`src/tmf_map.svh`:
```
// Purpose: Register offsets, field positions, reset values and timing counts
// Assumes: 32-bit AHB-Lite register bus, byte addresses
// Notes:   Printed offsets are not all multiples of four, so they are indexes
`ifndef TMF_MAP_SVH
`define TMF_MAP_SVH

// ****************************************
// Register indexes
// ****************************************
`define TMF_IDX_CFG_ONE      8'h40
`define TMF_IDX_CFG_TWO      8'h01
`define TMF_IDX_CFG_THREE    8'h02
`define TMF_IDX_EXT_ONE      8'h08
`define TMF_IDX_EXT_TWO      8'h09
`define TMF_IDX_REMOTE_TEMP  8'h0d
`define TMF_IDX_LOCAL_TEMP   8'h0e
`define TMF_IDX_SECOND_TEMP  8'h0a
`define TMF_IDX_THERM_TWO    8'h0b
`define TMF_IDX_STATUS       8'h41

// ****************************************
// Field positions
// ****************************************
`define TMF_BIT_RANGE_EXT    7
`define TMF_BIT_SECOND_DIODE 7
`define TMF_BIT_THERM_ONE    7
`define TMF_BIT_THERM_TWO    6

// ****************************************
// Reset values and format constants
// ****************************************
`define TMF_RST_CFG          8'h00
`define TMF_RST_CFG_THREE    8'hc0
`define TMF_OFFSET_CODE      10'h100
`define TMF_PLAIN_MAX        10'h1fc
`define TMF_AVG_COUNT        16
`define TMF_AVG_SHIFT        4

// ****************************************
// Timing
// ****************************************
`define TMF_CLK_MHZ          100
`define TMF_SETTLE_NS        1000
`define TMF_SETTLE_CYC       ((`TMF_SETTLE_NS * `TMF_CLK_MHZ) / 1000)

`endif

```
`src/tmf_pkg.sv`:
```
// Purpose: Types shared by the temperature measurement block
// Assumes: Constants live in tmf_map.svh
// Notes:   Quarter-degree codes are 10 bits, signed where noted
package tmf_pkg;

    typedef enum logic [4:0] {
        TMF_IDLE   = 5'b00001,
        TMF_BASE_A = 5'b00010,
        TMF_MULT_A = 5'b00100,
        TMF_BASE_B = 5'b01000,
        TMF_MULT_B = 5'b10000
    } tmf_exc_state_type;

    typedef enum logic [1:0] {
        TMF_CUR_BASE   = 2'h0,
        TMF_CUR_FIRST  = 2'h1,
        TMF_CUR_SECOND = 2'h2
    } tmf_current_type;

    typedef enum logic [1:0] {
        TMF_SRC_LOCAL  = 2'h0,
        TMF_SRC_REMOTE = 2'h1,
        TMF_SRC_SECOND = 2'h2,
        TMF_SRC_THERM  = 2'h3
    } tmf_source_type;

    typedef struct packed {
        logic [7:0] high;
        logic [1:0] frac;
    } tmf_result_type;

    typedef struct packed {
        logic        valid;
        logic [15:0] delta_one;
        logic [15:0] delta_two;
    } tmf_delta_type;

endpackage : tmf_pkg

```
`src/tmf_top.sv`:
```
// Purpose: Temperature measurement sequencing, averaging and formatting
// Assumes: AHB-Lite slave, single word transfers, zero wait states
// Notes:   Tags mark where each rule is carried out
// Operation
// - Configuration two bit 7 routes analog inputs to a second remote diode.
// - Configuration three bits 6 and 7 switch analog channels to thermistors; the code does so only while configuration two bit 7 is clear.
// - Excite base then first multiple, then base then second multiple.
// - Temperature computed from the two delta readings together.
// - Sixteen measurement cycles averaged before a result is stored.
// - Local sensor runs through the same excitation and averaging path.
// - Result high byte weighs one degree per step.
// - Two quarter-degree bits sit in a separate extension register.
// - Plain binary code equals degrees, zero to 127; the code gives zero for anything below one degree.
// - Configuration one bit 7 selects range for all channels.
// - Plain binary reports zero at or below zero degrees.
// - Remote fraction in extension one bits 1:0, local in extension two.
`timescale 1ns/1ps
`include "tmf_map.svh"
module tmf_top #(
    parameter int SETTLE_CYC = `TMF_SETTLE_CYC,
    parameter int AVG_COUNT  = `TMF_AVG_COUNT
) (
    // AHB-Lite
    input  wire logic               hclk,
    input  wire logic               hresetn,
    input  wire logic               hsel,
    input  wire logic [31:0]        haddr,
    input  wire logic [1:0]         htrans,
    input  wire logic               hwrite,
    input  wire logic [2:0]         hsize,
    input  wire logic [31:0]        hwdata,
    input  wire logic               hready,
    output logic [31:0]             hrdata,
    output logic                    hreadyout,
    output logic                    hresp,
    // Converter
    input  wire logic               adc_valid,
    input  wire logic [15:0]        adc_data,
    output logic                    adc_start,
    output tmf_pkg::tmf_current_type current_sel,
    output tmf_pkg::tmf_source_type  source_sel,
    // Analog pin routing
    output logic                    pins_second_diode,
    output logic                    therm_one_en,
    output logic                    therm_two_en
);

    // ****************************************
    // Bus slave
    // ****************************************
    logic [7:0]  cfg_one, next_cfg_one;
    logic [7:0]  cfg_two, next_cfg_two;
    logic [7:0]  cfg_three, next_cfg_three;
    logic        ph_wr, next_ph_wr;
    logic [7:0]  ph_idx, next_ph_idx;
    logic [31:0] next_hrdata;
    tmf_pkg::tmf_result_type res_remote, res_local, res_second;
    logic [7:0]  meas_count;

    function automatic logic [31:0] read_reg(input logic [7:0] idx);
        logic [31:0] v;
        v = 32'h0000_0000;
        unique case (idx)
            `TMF_IDX_CFG_ONE:     v[7:0] = cfg_one;
            `TMF_IDX_CFG_TWO:     v[7:0] = cfg_two;
            `TMF_IDX_CFG_THREE:   v[7:0] = cfg_three;
            `TMF_IDX_REMOTE_TEMP: v[7:0] = res_remote.high;
            `TMF_IDX_LOCAL_TEMP:  v[7:0] = res_local.high;
            `TMF_IDX_SECOND_TEMP: v[7:0] = res_second.high;
            `TMF_IDX_EXT_ONE:     v[1:0] = res_remote.frac;
            `TMF_IDX_EXT_TWO:     v[1:0] = res_local.frac;
            `TMF_IDX_STATUS:      v[7:0] = meas_count;
            default:              v = 32'h0000_0000;
        endcase
        return v;
    endfunction : read_reg

    always_comb begin
        next_ph_wr     = 1'b0;
        next_ph_idx    = ph_idx;
        next_cfg_one   = cfg_one;
        next_cfg_two   = cfg_two;
        next_cfg_three = cfg_three;
        next_hrdata    = hrdata;
        if (hsel && hready && htrans[1]) begin
            next_ph_wr  = hwrite;
            next_ph_idx = haddr[9:2];
            if (!hwrite) begin
                next_hrdata = read_reg(haddr[9:2]);
            end
        end
        if (ph_wr) begin
            unique case (ph_idx)
                `TMF_IDX_CFG_ONE:   next_cfg_one   = hwdata[7:0];
                `TMF_IDX_CFG_TWO:   next_cfg_two   = hwdata[7:0];
                `TMF_IDX_CFG_THREE: next_cfg_three = hwdata[7:0];
                default: ;
            endcase
        end
    end

    always_ff @(posedge hclk or negedge hresetn) begin
        if (!hresetn) begin
            cfg_one   <= `TMF_RST_CFG;
            cfg_two   <= `TMF_RST_CFG;
            cfg_three <= `TMF_RST_CFG_THREE;
            ph_wr     <= 1'b0;
            ph_idx    <= 8'h00;
            hrdata    <= 32'h0000_0000;
        end else begin
            cfg_one   <= next_cfg_one;
            cfg_two   <= next_cfg_two;
            cfg_three <= next_cfg_three;
            ph_wr     <= next_ph_wr;
            ph_idx    <= next_ph_idx;
            hrdata    <= next_hrdata;
        end
    end

    assign hreadyout = 1'b1;
    assign hresp     = 1'b0;

    // ****************************************
    // Source routing
    // ****************************************
    logic range_ext;
    assign range_ext         = cfg_one[`TMF_BIT_RANGE_EXT];
    assign pins_second_diode = cfg_two[`TMF_BIT_SECOND_DIODE];
    assign therm_one_en      = !pins_second_diode && cfg_three[`TMF_BIT_THERM_ONE];
    assign therm_two_en      = !pins_second_diode && cfg_three[`TMF_BIT_THERM_TWO];

    // ****************************************
    // Measurement sequencer
    // ****************************************
    tmf_pkg::tmf_source_type src, next_src;
    logic        exc_start, next_exc_start;
    logic        exc_busy;
    tmf_pkg::tmf_delta_type delta;
    logic [4:0]  avg_cnt, next_avg_cnt;
    logic signed [21:0] acc, next_acc;
    logic signed [17:0] sample;
    logic signed [11:0] avg_q;
    tmf_pkg::tmf_result_type fmt;
    tmf_pkg::tmf_result_type next_res_remote, next_res_local, next_res_second;
    logic [7:0]  next_meas_count;

    tmf_excite #(
        .SETTLE_CYC (SETTLE_CYC)
    ) tmf_excite_inst (
        .hclk        (hclk),
        .hresetn     (hresetn),
        .start       (exc_start),
        .current_sel (current_sel),
        .busy        (exc_busy),
        .adc_valid   (adc_valid),
        .adc_data    (adc_data),
        .adc_start   (adc_start),
        .delta       (delta)
    );

    // Temperature from both deltas: 2*d1 - d2 cancels the series term
    assign sample = 18'(signed'({2'b00, delta.delta_one}) * 2)
                  - signed'({2'b00, delta.delta_two});
    assign avg_q  = 12'(acc >>> `TMF_AVG_SHIFT);

    tmf_format tmf_format_inst (
        .quarter_deg (avg_q),
        .range_ext   (range_ext),
        .result      (fmt)
    );

    function automatic tmf_pkg::tmf_source_type next_source(
        input tmf_pkg::tmf_source_type cur, input logic second);
        tmf_pkg::tmf_source_type n;
        n = tmf_pkg::TMF_SRC_LOCAL;
        unique case (cur)
            tmf_pkg::TMF_SRC_LOCAL:  n = tmf_pkg::TMF_SRC_REMOTE;
            tmf_pkg::TMF_SRC_REMOTE: n = second ? tmf_pkg::TMF_SRC_SECOND
                                                : tmf_pkg::TMF_SRC_LOCAL;
            default:                 n = tmf_pkg::TMF_SRC_LOCAL;
        endcase
        return n;
    endfunction : next_source

    always_comb begin
        next_src        = src;
        next_exc_start  = 1'b0;
        next_avg_cnt    = avg_cnt;
        next_acc        = acc;
        next_res_remote = res_remote;
        next_res_local  = res_local;
        next_res_second = res_second;
        next_meas_count = meas_count;
        if (avg_cnt == 5'(AVG_COUNT)) begin
            unique case (src)
                tmf_pkg::TMF_SRC_REMOTE: next_res_remote = fmt;
                tmf_pkg::TMF_SRC_SECOND: next_res_second = fmt;
                default:                 next_res_local  = fmt;
            endcase
            next_avg_cnt    = 5'h00;
            next_acc        = 22'sh000000;
            next_src        = next_source(src, pins_second_diode);
            next_meas_count = meas_count + 8'h01;
        end else if (delta.valid) begin
            next_acc     = acc + 22'(sample);
            next_avg_cnt = avg_cnt + 5'h01;
        end else if (!exc_busy && !exc_start) begin
            next_exc_start = 1'b1;
        end
    end

    always_ff @(posedge hclk or negedge hresetn) begin
        if (!hresetn) begin
            src        <= tmf_pkg::TMF_SRC_LOCAL;
            exc_start  <= 1'b0;
            avg_cnt    <= 5'h00;
            acc        <= 22'sh000000;
            res_remote <= '0;
            res_local  <= '0;
            res_second <= '0;
            meas_count <= 8'h00;
        end else begin
            src        <= next_src;
            exc_start  <= next_exc_start;
            avg_cnt    <= next_avg_cnt;
            acc        <= next_acc;
            res_remote <= next_res_remote;
            res_local  <= next_res_local;
            res_second <= next_res_second;
            meas_count <= next_meas_count;
        end
    end

    assign source_sel = src;
endmodule : tmf_top

```
`src/tmf_excite.sv`:
```
// Purpose: Three-current excitation sequencer for one diode measurement
// Assumes: ADC sample arrives with adc_valid after each settle period
// Notes:   Delta pairs are taken as multiple reading minus base reading
`timescale 1ns/1ps
`include "tmf_map.svh"
module tmf_excite #(
    parameter int SETTLE_CYC = `TMF_SETTLE_CYC
) (
    // Clock and reset
    input  wire logic                   hclk,
    input  wire logic                   hresetn,
    // Control
    input  wire logic                   start,
    output tmf_pkg::tmf_current_type    current_sel,
    output logic                        busy,
    // Converter
    input  wire logic                   adc_valid,
    input  wire logic [15:0]            adc_data,
    output logic                        adc_start,
    // Result
    output tmf_pkg::tmf_delta_type      delta
);

    // ****************************************
    // Sequencer
    // ****************************************
    tmf_pkg::tmf_exc_state_type state, next_state;
    logic [15:0]                base_val, next_base_val;
    tmf_pkg::tmf_delta_type     next_delta;
    logic [15:0]                wait_cnt, next_wait_cnt;
    logic                       next_adc_start;
    logic                       waiting, next_waiting;

    always_comb begin
        next_state     = state;
        next_base_val  = base_val;
        next_delta     = delta;
        next_delta.valid = 1'b0;
        next_wait_cnt  = wait_cnt;
        next_adc_start = 1'b0;
        next_waiting   = waiting;
        if (waiting) begin
            if (wait_cnt != 16'h0000) begin
                next_wait_cnt = wait_cnt - 16'h0001;
            end else begin
                next_adc_start = 1'b1;
                next_waiting   = 1'b0;
            end
        end
        unique case (state)
            tmf_pkg::TMF_IDLE: begin
                if (start) begin
                    next_state    = tmf_pkg::TMF_BASE_A;
                    next_waiting  = 1'b1;
                    next_wait_cnt = 16'(SETTLE_CYC - 1);
                end
            end
            tmf_pkg::TMF_BASE_A, tmf_pkg::TMF_MULT_A,
            tmf_pkg::TMF_BASE_B, tmf_pkg::TMF_MULT_B: begin
                if (adc_valid && !waiting) begin
                    next_waiting  = 1'b1;
                    next_wait_cnt = 16'(SETTLE_CYC - 1);
                    unique case (state)
                        tmf_pkg::TMF_BASE_A: begin
                            next_base_val = adc_data;
                            next_state    = tmf_pkg::TMF_MULT_A;
                        end
                        tmf_pkg::TMF_MULT_A: begin
                            next_delta.delta_one = adc_data - base_val;
                            next_state           = tmf_pkg::TMF_BASE_B;
                        end
                        tmf_pkg::TMF_BASE_B: begin
                            next_base_val = adc_data;
                            next_state    = tmf_pkg::TMF_MULT_B;
                        end
                        default: begin
                            next_delta.delta_two = adc_data - base_val;
                            next_delta.valid     = 1'b1;
                            next_state           = tmf_pkg::TMF_IDLE;
                            next_waiting         = 1'b0;
                        end
                    endcase
                end
            end
            default: begin
                next_state   = tmf_pkg::TMF_IDLE;
                next_waiting = 1'b0;
            end
        endcase
    end

    always_ff @(posedge hclk or negedge hresetn) begin
        if (!hresetn) begin
            state     <= tmf_pkg::TMF_IDLE;
            base_val  <= 16'h0000;
            delta     <= '0;
            wait_cnt  <= 16'h0000;
            adc_start <= 1'b0;
            waiting   <= 1'b0;
        end else begin
            state     <= next_state;
            base_val  <= next_base_val;
            delta     <= next_delta;
            wait_cnt  <= next_wait_cnt;
            adc_start <= next_adc_start;
            waiting   <= next_waiting;
        end
    end

    // ****************************************
    // Current selection
    // ****************************************
    always_comb begin
        unique case (state)
            tmf_pkg::TMF_MULT_A: current_sel = tmf_pkg::TMF_CUR_FIRST;
            tmf_pkg::TMF_MULT_B: current_sel = tmf_pkg::TMF_CUR_SECOND;
            default:             current_sel = tmf_pkg::TMF_CUR_BASE;
        endcase
    end

    assign busy = (state != tmf_pkg::TMF_IDLE);
endmodule : tmf_excite

```
`src/tmf_format.sv`:
```
// Purpose: Averaged quarter-degree value to stored result code
// Assumes: Input is signed quarter degrees
// Notes:   Plain binary clamps to 0..127, offset binary adds 64
`timescale 1ns/1ps
`include "tmf_map.svh"
module tmf_format (
    // Value
    input  wire logic signed [11:0]     quarter_deg,
    input  wire logic                   range_ext,
    // Result
    output tmf_pkg::tmf_result_type     result
);

    logic signed [11:0] shifted;
    logic        [9:0]  code;

    always_comb begin
        shifted = quarter_deg;
        if (range_ext) begin
            shifted = quarter_deg + 12'sh100;
        end
        if (shifted < 12'sh000) begin
            code = 10'h000;
        end else if (!range_ext && shifted > 12'sh1fc) begin
            code = `TMF_PLAIN_MAX;
        end else if (shifted > 12'sh3ff) begin
            code = 10'h3ff;
        end else begin
            code = shifted[9:0];
        end
        if (!range_ext && shifted < 12'sh004) begin
            code = 10'h000;
        end
        result.high = code[9:2];
        result.frac = code[1:0];
    end

endmodule : tmf_format

```
`config.mk`:
```
export PLATFORM = sky130hd
export DESIGN_NAME = tmf_top
export DESIGN_NICKNAME = d
export VERILOG_FILES = /design/src/tmf_pkg.sv /design/src/tmf_top.sv /design/src/tmf_excite.sv /design/src/tmf_format.sv
export VERILOG_INCLUDE_DIRS = /design/src /design/src/src
export SDC_FILE = /design/constraint.sdc
export NUM_CORES = 1
export LEC_CHECK = 0
export BUFFER_PORTS_ARGS = -buffer_cell sky130_fd_sc_hd__buf_2
export CORE_UTILIZATION = 34
export CTS_CLUSTER_SIZE = 10
export DETAILED_ROUTE_END_ITERATION = 10
export SLEW_MARGIN = 20
export SYNTH_ARGS = -nofsm -noshare
export SYNTH_HDL_FRONTEND = slang
export SYNTH_HIERARCHICAL = 1
export SYNTH_SLANG_ARGS = --single-unit
```
`constraint.sdc`:
```
create_clock -name hclk -period 4.36 [get_ports hclk]
set_clock_uncertainty 0.2 [all_clocks]
set_input_delay 0.872 -clock hclk [delete_from_list [all_inputs] [get_ports hclk]]
set_output_delay 0.872 -clock hclk [all_outputs]
set_load 0.005 [all_outputs]
```
-- Word level (Yosys, flattened, before mapping)
Cells that the tools add are included.
- logic and storage cells: 132
- output and inout bits: 42
- input bits: 91
- register bits after elaboration: 179
- $lt $le $gt $ge: 4
- equality and inequality tests: 23
- bitwise logic cells: 3
- reduce and logical (&&, ||, !) cells: 31
- add/subtract/negate cells: 7
- mux-type cells: 40
- operator list (operator ; count):
    two-way mux 16 bit ; 6
    two-way mux 33 bit ; 2
    two-way mux 22 bit ; 2
    one-hot mux 6 bit (7 select lines) ; 1
    equality test 8 x 4 -> 1 bit, second input constant ; 5
    two-way mux 10 bit ; 4
    one-hot mux 16 bit (2 select lines) ; 1
    equality test 8 x 7 -> 1 bit, second input constant ; 3
    adder 22 x 18 -> 22 bit ; 1
    two-way mux 5 bit ; 4
    one-hot mux 2 bit (9 select lines) ; 1
    subtractor 17 x 16 -> 18 bit ; 1
    equality test 8 x 1 -> 1 bit, second input constant ; 2
    equality test 8 x 2 -> 1 bit, second input constant ; 2
    AND reduction 2 bit ; 8
    nonzero test 16 bit ; 1
    subtractor 16 x 1 -> 16 bit, second input constant ; 1
    subtractor 16 bit ; 1
    one-hot mux 5 bit (3 select lines) ; 1
    adder 12 x 10 -> 12 bit, second input constant ; 1
    > comparator 12 x 10 -> 1 bit, second input constant ; 1
    > comparator 12 x 11 -> 1 bit, second input constant ; 1
    less-than comparator 12 x 1 -> 1 bit, second input constant ; 1
    less-than comparator 12 x 4 -> 1 bit, second input constant ; 1
    27 further kinds ; 56

-- Longest topological paths before layout
- word-level depth: 7
- mapped depth: 18
- depth with buffers taken out: 18

-- Modules after synthesis
The synthesis kept the hierarchy.
- by module, submodules not included (module ; area an instance (µm²) ; sequential area each (µm²) ; instances ; cells each):
    tmf_top ; 6149.6 ; 2529.9 ; 1 ; 597
    tmf_excite ; 3781.1 ; 1803.0 ; 1 ; 396
    tmf_format ; 316.6 ; 0.0 ; 1 ; 40

-- Worst setup path before layout
OpenSTA, ideal clock, no wires.
- kind: reg-to-reg
- start point: register, netlist name tmf_excite_inst/delta[1]
- end point: register acc[15]
- buffers on the path: 0
- clock period less this slack: 4155 ps
- setup time: 120 ps
- data arrival time: 3835 ps
- cell stages (with the launch flop): 19
- path slack: 205 ps
- required time: 4040 ps
- path through: dfrtp_1 inv_1 fa_1 a21o_1 a21o_1 a2111oi_4 inv_1 a21oi_1 o21ai_0 xnor2_1 ha_1 a21oi_1 o221ai_1 a311oi_2 mux2i_1 o211ai_2 xnor2_1 a21oi_1 a31o_2
- word-level cells in the longest chain between the ends: 4
- ends and longest elaborated chain (what ; RTL line ; source):
    subtractor 17 x 16 -> 18 bit ; tmf_top.sv:163 ; - signed'({2'b00, delta.delta_two});
    adder 22 x 18 -> 22 bit ; tmf_top.sv:205 ; next_acc = acc + 22'(sample);
    two-way mux 22 bit ; tmf_top.sv:204 ; end else if (delta.valid) begin
    two-way mux 22 bit ; tmf_top.sv:194 ; if (avg_cnt == 5'(AVG_COUNT)) begin
    end signal: assignment ; tmf_top.sv:226 ; acc <= next_acc;
    end: declaration ; tmf_top.sv:140 ; logic signed [21:0] acc, next_acc;
No other way between the ends. The select of a mux whose other input is x is not followed.
A chain may end at the register's enable or synchronous reset.

-- Final worst setup path
- start point: register, netlist name tmf_excite_inst/delta[0]
- end point: register acc[15]
- word-level cells in the longest chain between the ends: 4
- ends and longest elaborated chain (what ; RTL line):
    subtractor 17 x 16 -> 18 bit ; tmf_top.sv:163
    adder 22 x 18 -> 22 bit ; tmf_top.sv:205
    two-way mux 22 bit ; tmf_top.sv:204
    two-way mux 22 bit ; tmf_top.sv:194
No other way between the ends. The select of a mux whose other input is x is not followed.

==> flow_summary.ini <==
[timing]
tightest_slew_ns = 0.788
slew_violations = 0
timing.fmax_mhz = 240
min_period_ns = 4.17
worst_slew_margin_rel_pct = 47.5
grt_setup_unrepaired = false
final_hold_viol_count = 0
fin_tns_setup_ns = 0
finalSetupViolCount = 0
min_period_over_period_pct = 95.7

[worst_setup_path]
path_class = reg -> reg
cpPeakStageDelay_ns = 0.39
crit_path_end_kind = register
cp_slowest_cell = fa_2
cp.required_ns = 4.48
crit_fanout = 2
crit_chain = inv_1 -> fa_2 -> a21o_1 -> a21o_1 -> a2111oi_4 -> inv_1 -> a21oi_2 -> buf_4 -> xnor2_1 -> ha_1 -> a21oi_2 -> o221ai_2 -> a311oi_2 -> buf_4 -> mux2i_1 -> o211ai_2 -> xnor2_2 -> a21oi_1 -> a31o_2
r2r_setup_slack_ns = 0.19
arrival_ns = 4.30
start_kind = register

[die]
row_count = 63
die_x_um = 175
die_area_mm2 = 0.0307
pin_count = 133
core_area_mm2 = 0.0296
initial_core_util_pct = 34.5
fp.dieH_um = 175

[cts]
clock_latency_ns = 0.44
clk_pin_slew_ns = 0.08
holdBufCountCts = 0
clockBufferDepth = 2
cts.sinks = 172
h-tree-depth = 4
root_buffer = clkbuf_16
cts_made_buffers = 17
cts_tree = done

[layout]
antenna_cells = 0
mostFrequentLayoutCell = dfrtp_1
multiInputGateArea_mm2 = 0.00548
nets = 1245
areaGrowthSynthToFinish_pct = 13.3
final_cell_mix = dfrtp_1, nand2_1, nor2_1, mux2_2, o21ai_0
nFillCells = 2895
regArea_mm2 = 0.00431
drive_gt1_share_pct = 19.9
finish.utilization_pct = 39.2

[detailed_routing]
drt-pass1-iter-count = 5
drt_iter0_drc = 318
via_per_inst = 4.89
wl_per_cell_um = 13.7
drcViolationCount = 0
detail-route-antenna-nets = 0
vias = 7328
wl_mm = 20.5

[global_route]
antenna_found_initial = 0
grt_util_all_layers_pct = 14.0
overflow = 0
grt_max_degree = 87
grt_pass1_vias = 7215
grt_pass1_wl_mm = 35.1

[worst_hold_path]
worstHoldPathType = in -> async

[power_and_ir_drop]
comb_power_share_pct = 4.9
finalPower_mw = 3.39
p_int_mw = 2.56
swShare_pct = 24.3
netSwitchingPower_mw = 0.824
peakVddDrop_uv = 225
sequentialPowerShare_pct = 48.5
p_clk_share_pct = 46.6
power-per-cell-area_mw_per_mm2 = 293
leakagePower_nw = 5.53

[flow_run]
drv_cap = 0

[run_status]
status = completed

[logic_synthesis]
synth_warnings = 6
synth_area_mm2 = 0.0102
synthCells = 1030
syn_area_per_cell_um2 = 9.91

[placement]
dp_hpwl_mm = 15.1
port_buffers = 54
place.gp.congestion = 0.818
state kept, by name, indices dropped and copies added (netlist names):
| register | cells |
|---|---|
| ph_wr | 1 |
| tmf_excite_inst/wait_cnt | 16 |
| hrdata | 8 |
| tmf_excite_inst/delta | 32 |
| tmf_excite_inst/state | 5 |
| tmf_excite_inst/adc_start | 1 |
| meas_count | 8 |
| tmf_excite_inst/base_val | 16 |
| exc_start | 1 |
| res_local | 10 |
| cfg_two | 8 |
| cfg_one | 8 |
| res_remote | 10 |
| avg_cnt | 5 |
| cfg_three | 8 |
| source_sel | 2 |
| acc | 16 |
| ph_idx | 8 |
| res_second | 8 |
| tmf_excite_inst/waiting | 1 |
per-stage QoR:
| stage | setup slack (ns) | area, um^2 | hold WS, ns | instances |
|---|---|---|---|---|
| CTS | 0.0359 | 11500 | 0.280 | 1497 |
| floorplan | 0.205 | 10300 | 0.245 | 1054 |
| global placement | -0.0535 | 10900 | 0.261 | 1463 |
| detailed placement | -0.119 | 10900 | 0.264 | 1463 |
| global route | 0.00293 | 11600 | 0.318 | 1499 |
| finish | 0.187 | 11600 | 0.273 | 1499 |
worst paths after layout:
kind                                     startpoint                       end  cells past startpoint
max in group asynchronous                   hresetn  tmf_excite_inst/delta[8]                      2
min in group hclk          tmf_excite_inst/delta[5]  tmf_excite_inst/delta[5]                      2
min reg2reg                tmf_excite_inst/delta[5]  tmf_excite_inst/delta[5]                      2
min                                         hresetn              cfg_three[4]                      1
max                        tmf_excite_inst/delta[0]                   acc[15]                     19
max reg2reg                tmf_excite_inst/delta[0]                   acc[15]                     19
power by group through the flow:
stage | Sequential, mW | Combinational (mW) | Clock (mW)
global route | 1.65 | 0.188 | 1.69
finish | 1.64 | 0.166 | 1.58
floorplan | 1.67 | 0.109 | 0
global placement | 1.67 | 0.166 | 0
detailed placement | 1.67 | 0.169 | 0
CTS | 1.64 | 0.169 | 1.63
layer usage:
layer	routed length [um]	track usage, %	vias up
met5	0	0	-
met4	310	4.38	0
met3	584	2.38	18
met2	9590	22.8	110
met1	10000	18.9	3483
li1	-	-	3717
critical path: cells and delay by family (launching register included):
| family | cells | cell delay, ns |
|---|---|---|
| fa+ha+maj | 2 | 0.69 |
| flops | 1 | 0.34 |
| mux | 1 | 0.24 |
| compound gates | 10 | 1.82 |
| xor+xnor | 2 | 0.34 |
| buf+inv | 4 | 0.44 |
timing repair:
action | CTS | global route
pin swaps | 7 | 13
gates resized for setup | 3 | 5
endpoints found under the setup margin | 1 | 1
cloned | 0 | 0
buffers inserted | 2 | 2
final cells by class:
class	instances	area share [%]
clock inverters	15	1.65
clock buffers	17	3.68
repair buffers	79	4.01
multi-input cells	768	47.3
inverters	58	1.88
flip-flops and latches	172	37.2
well taps	390	4.22
Note: power is estimated with default switching activity, not from simulation.
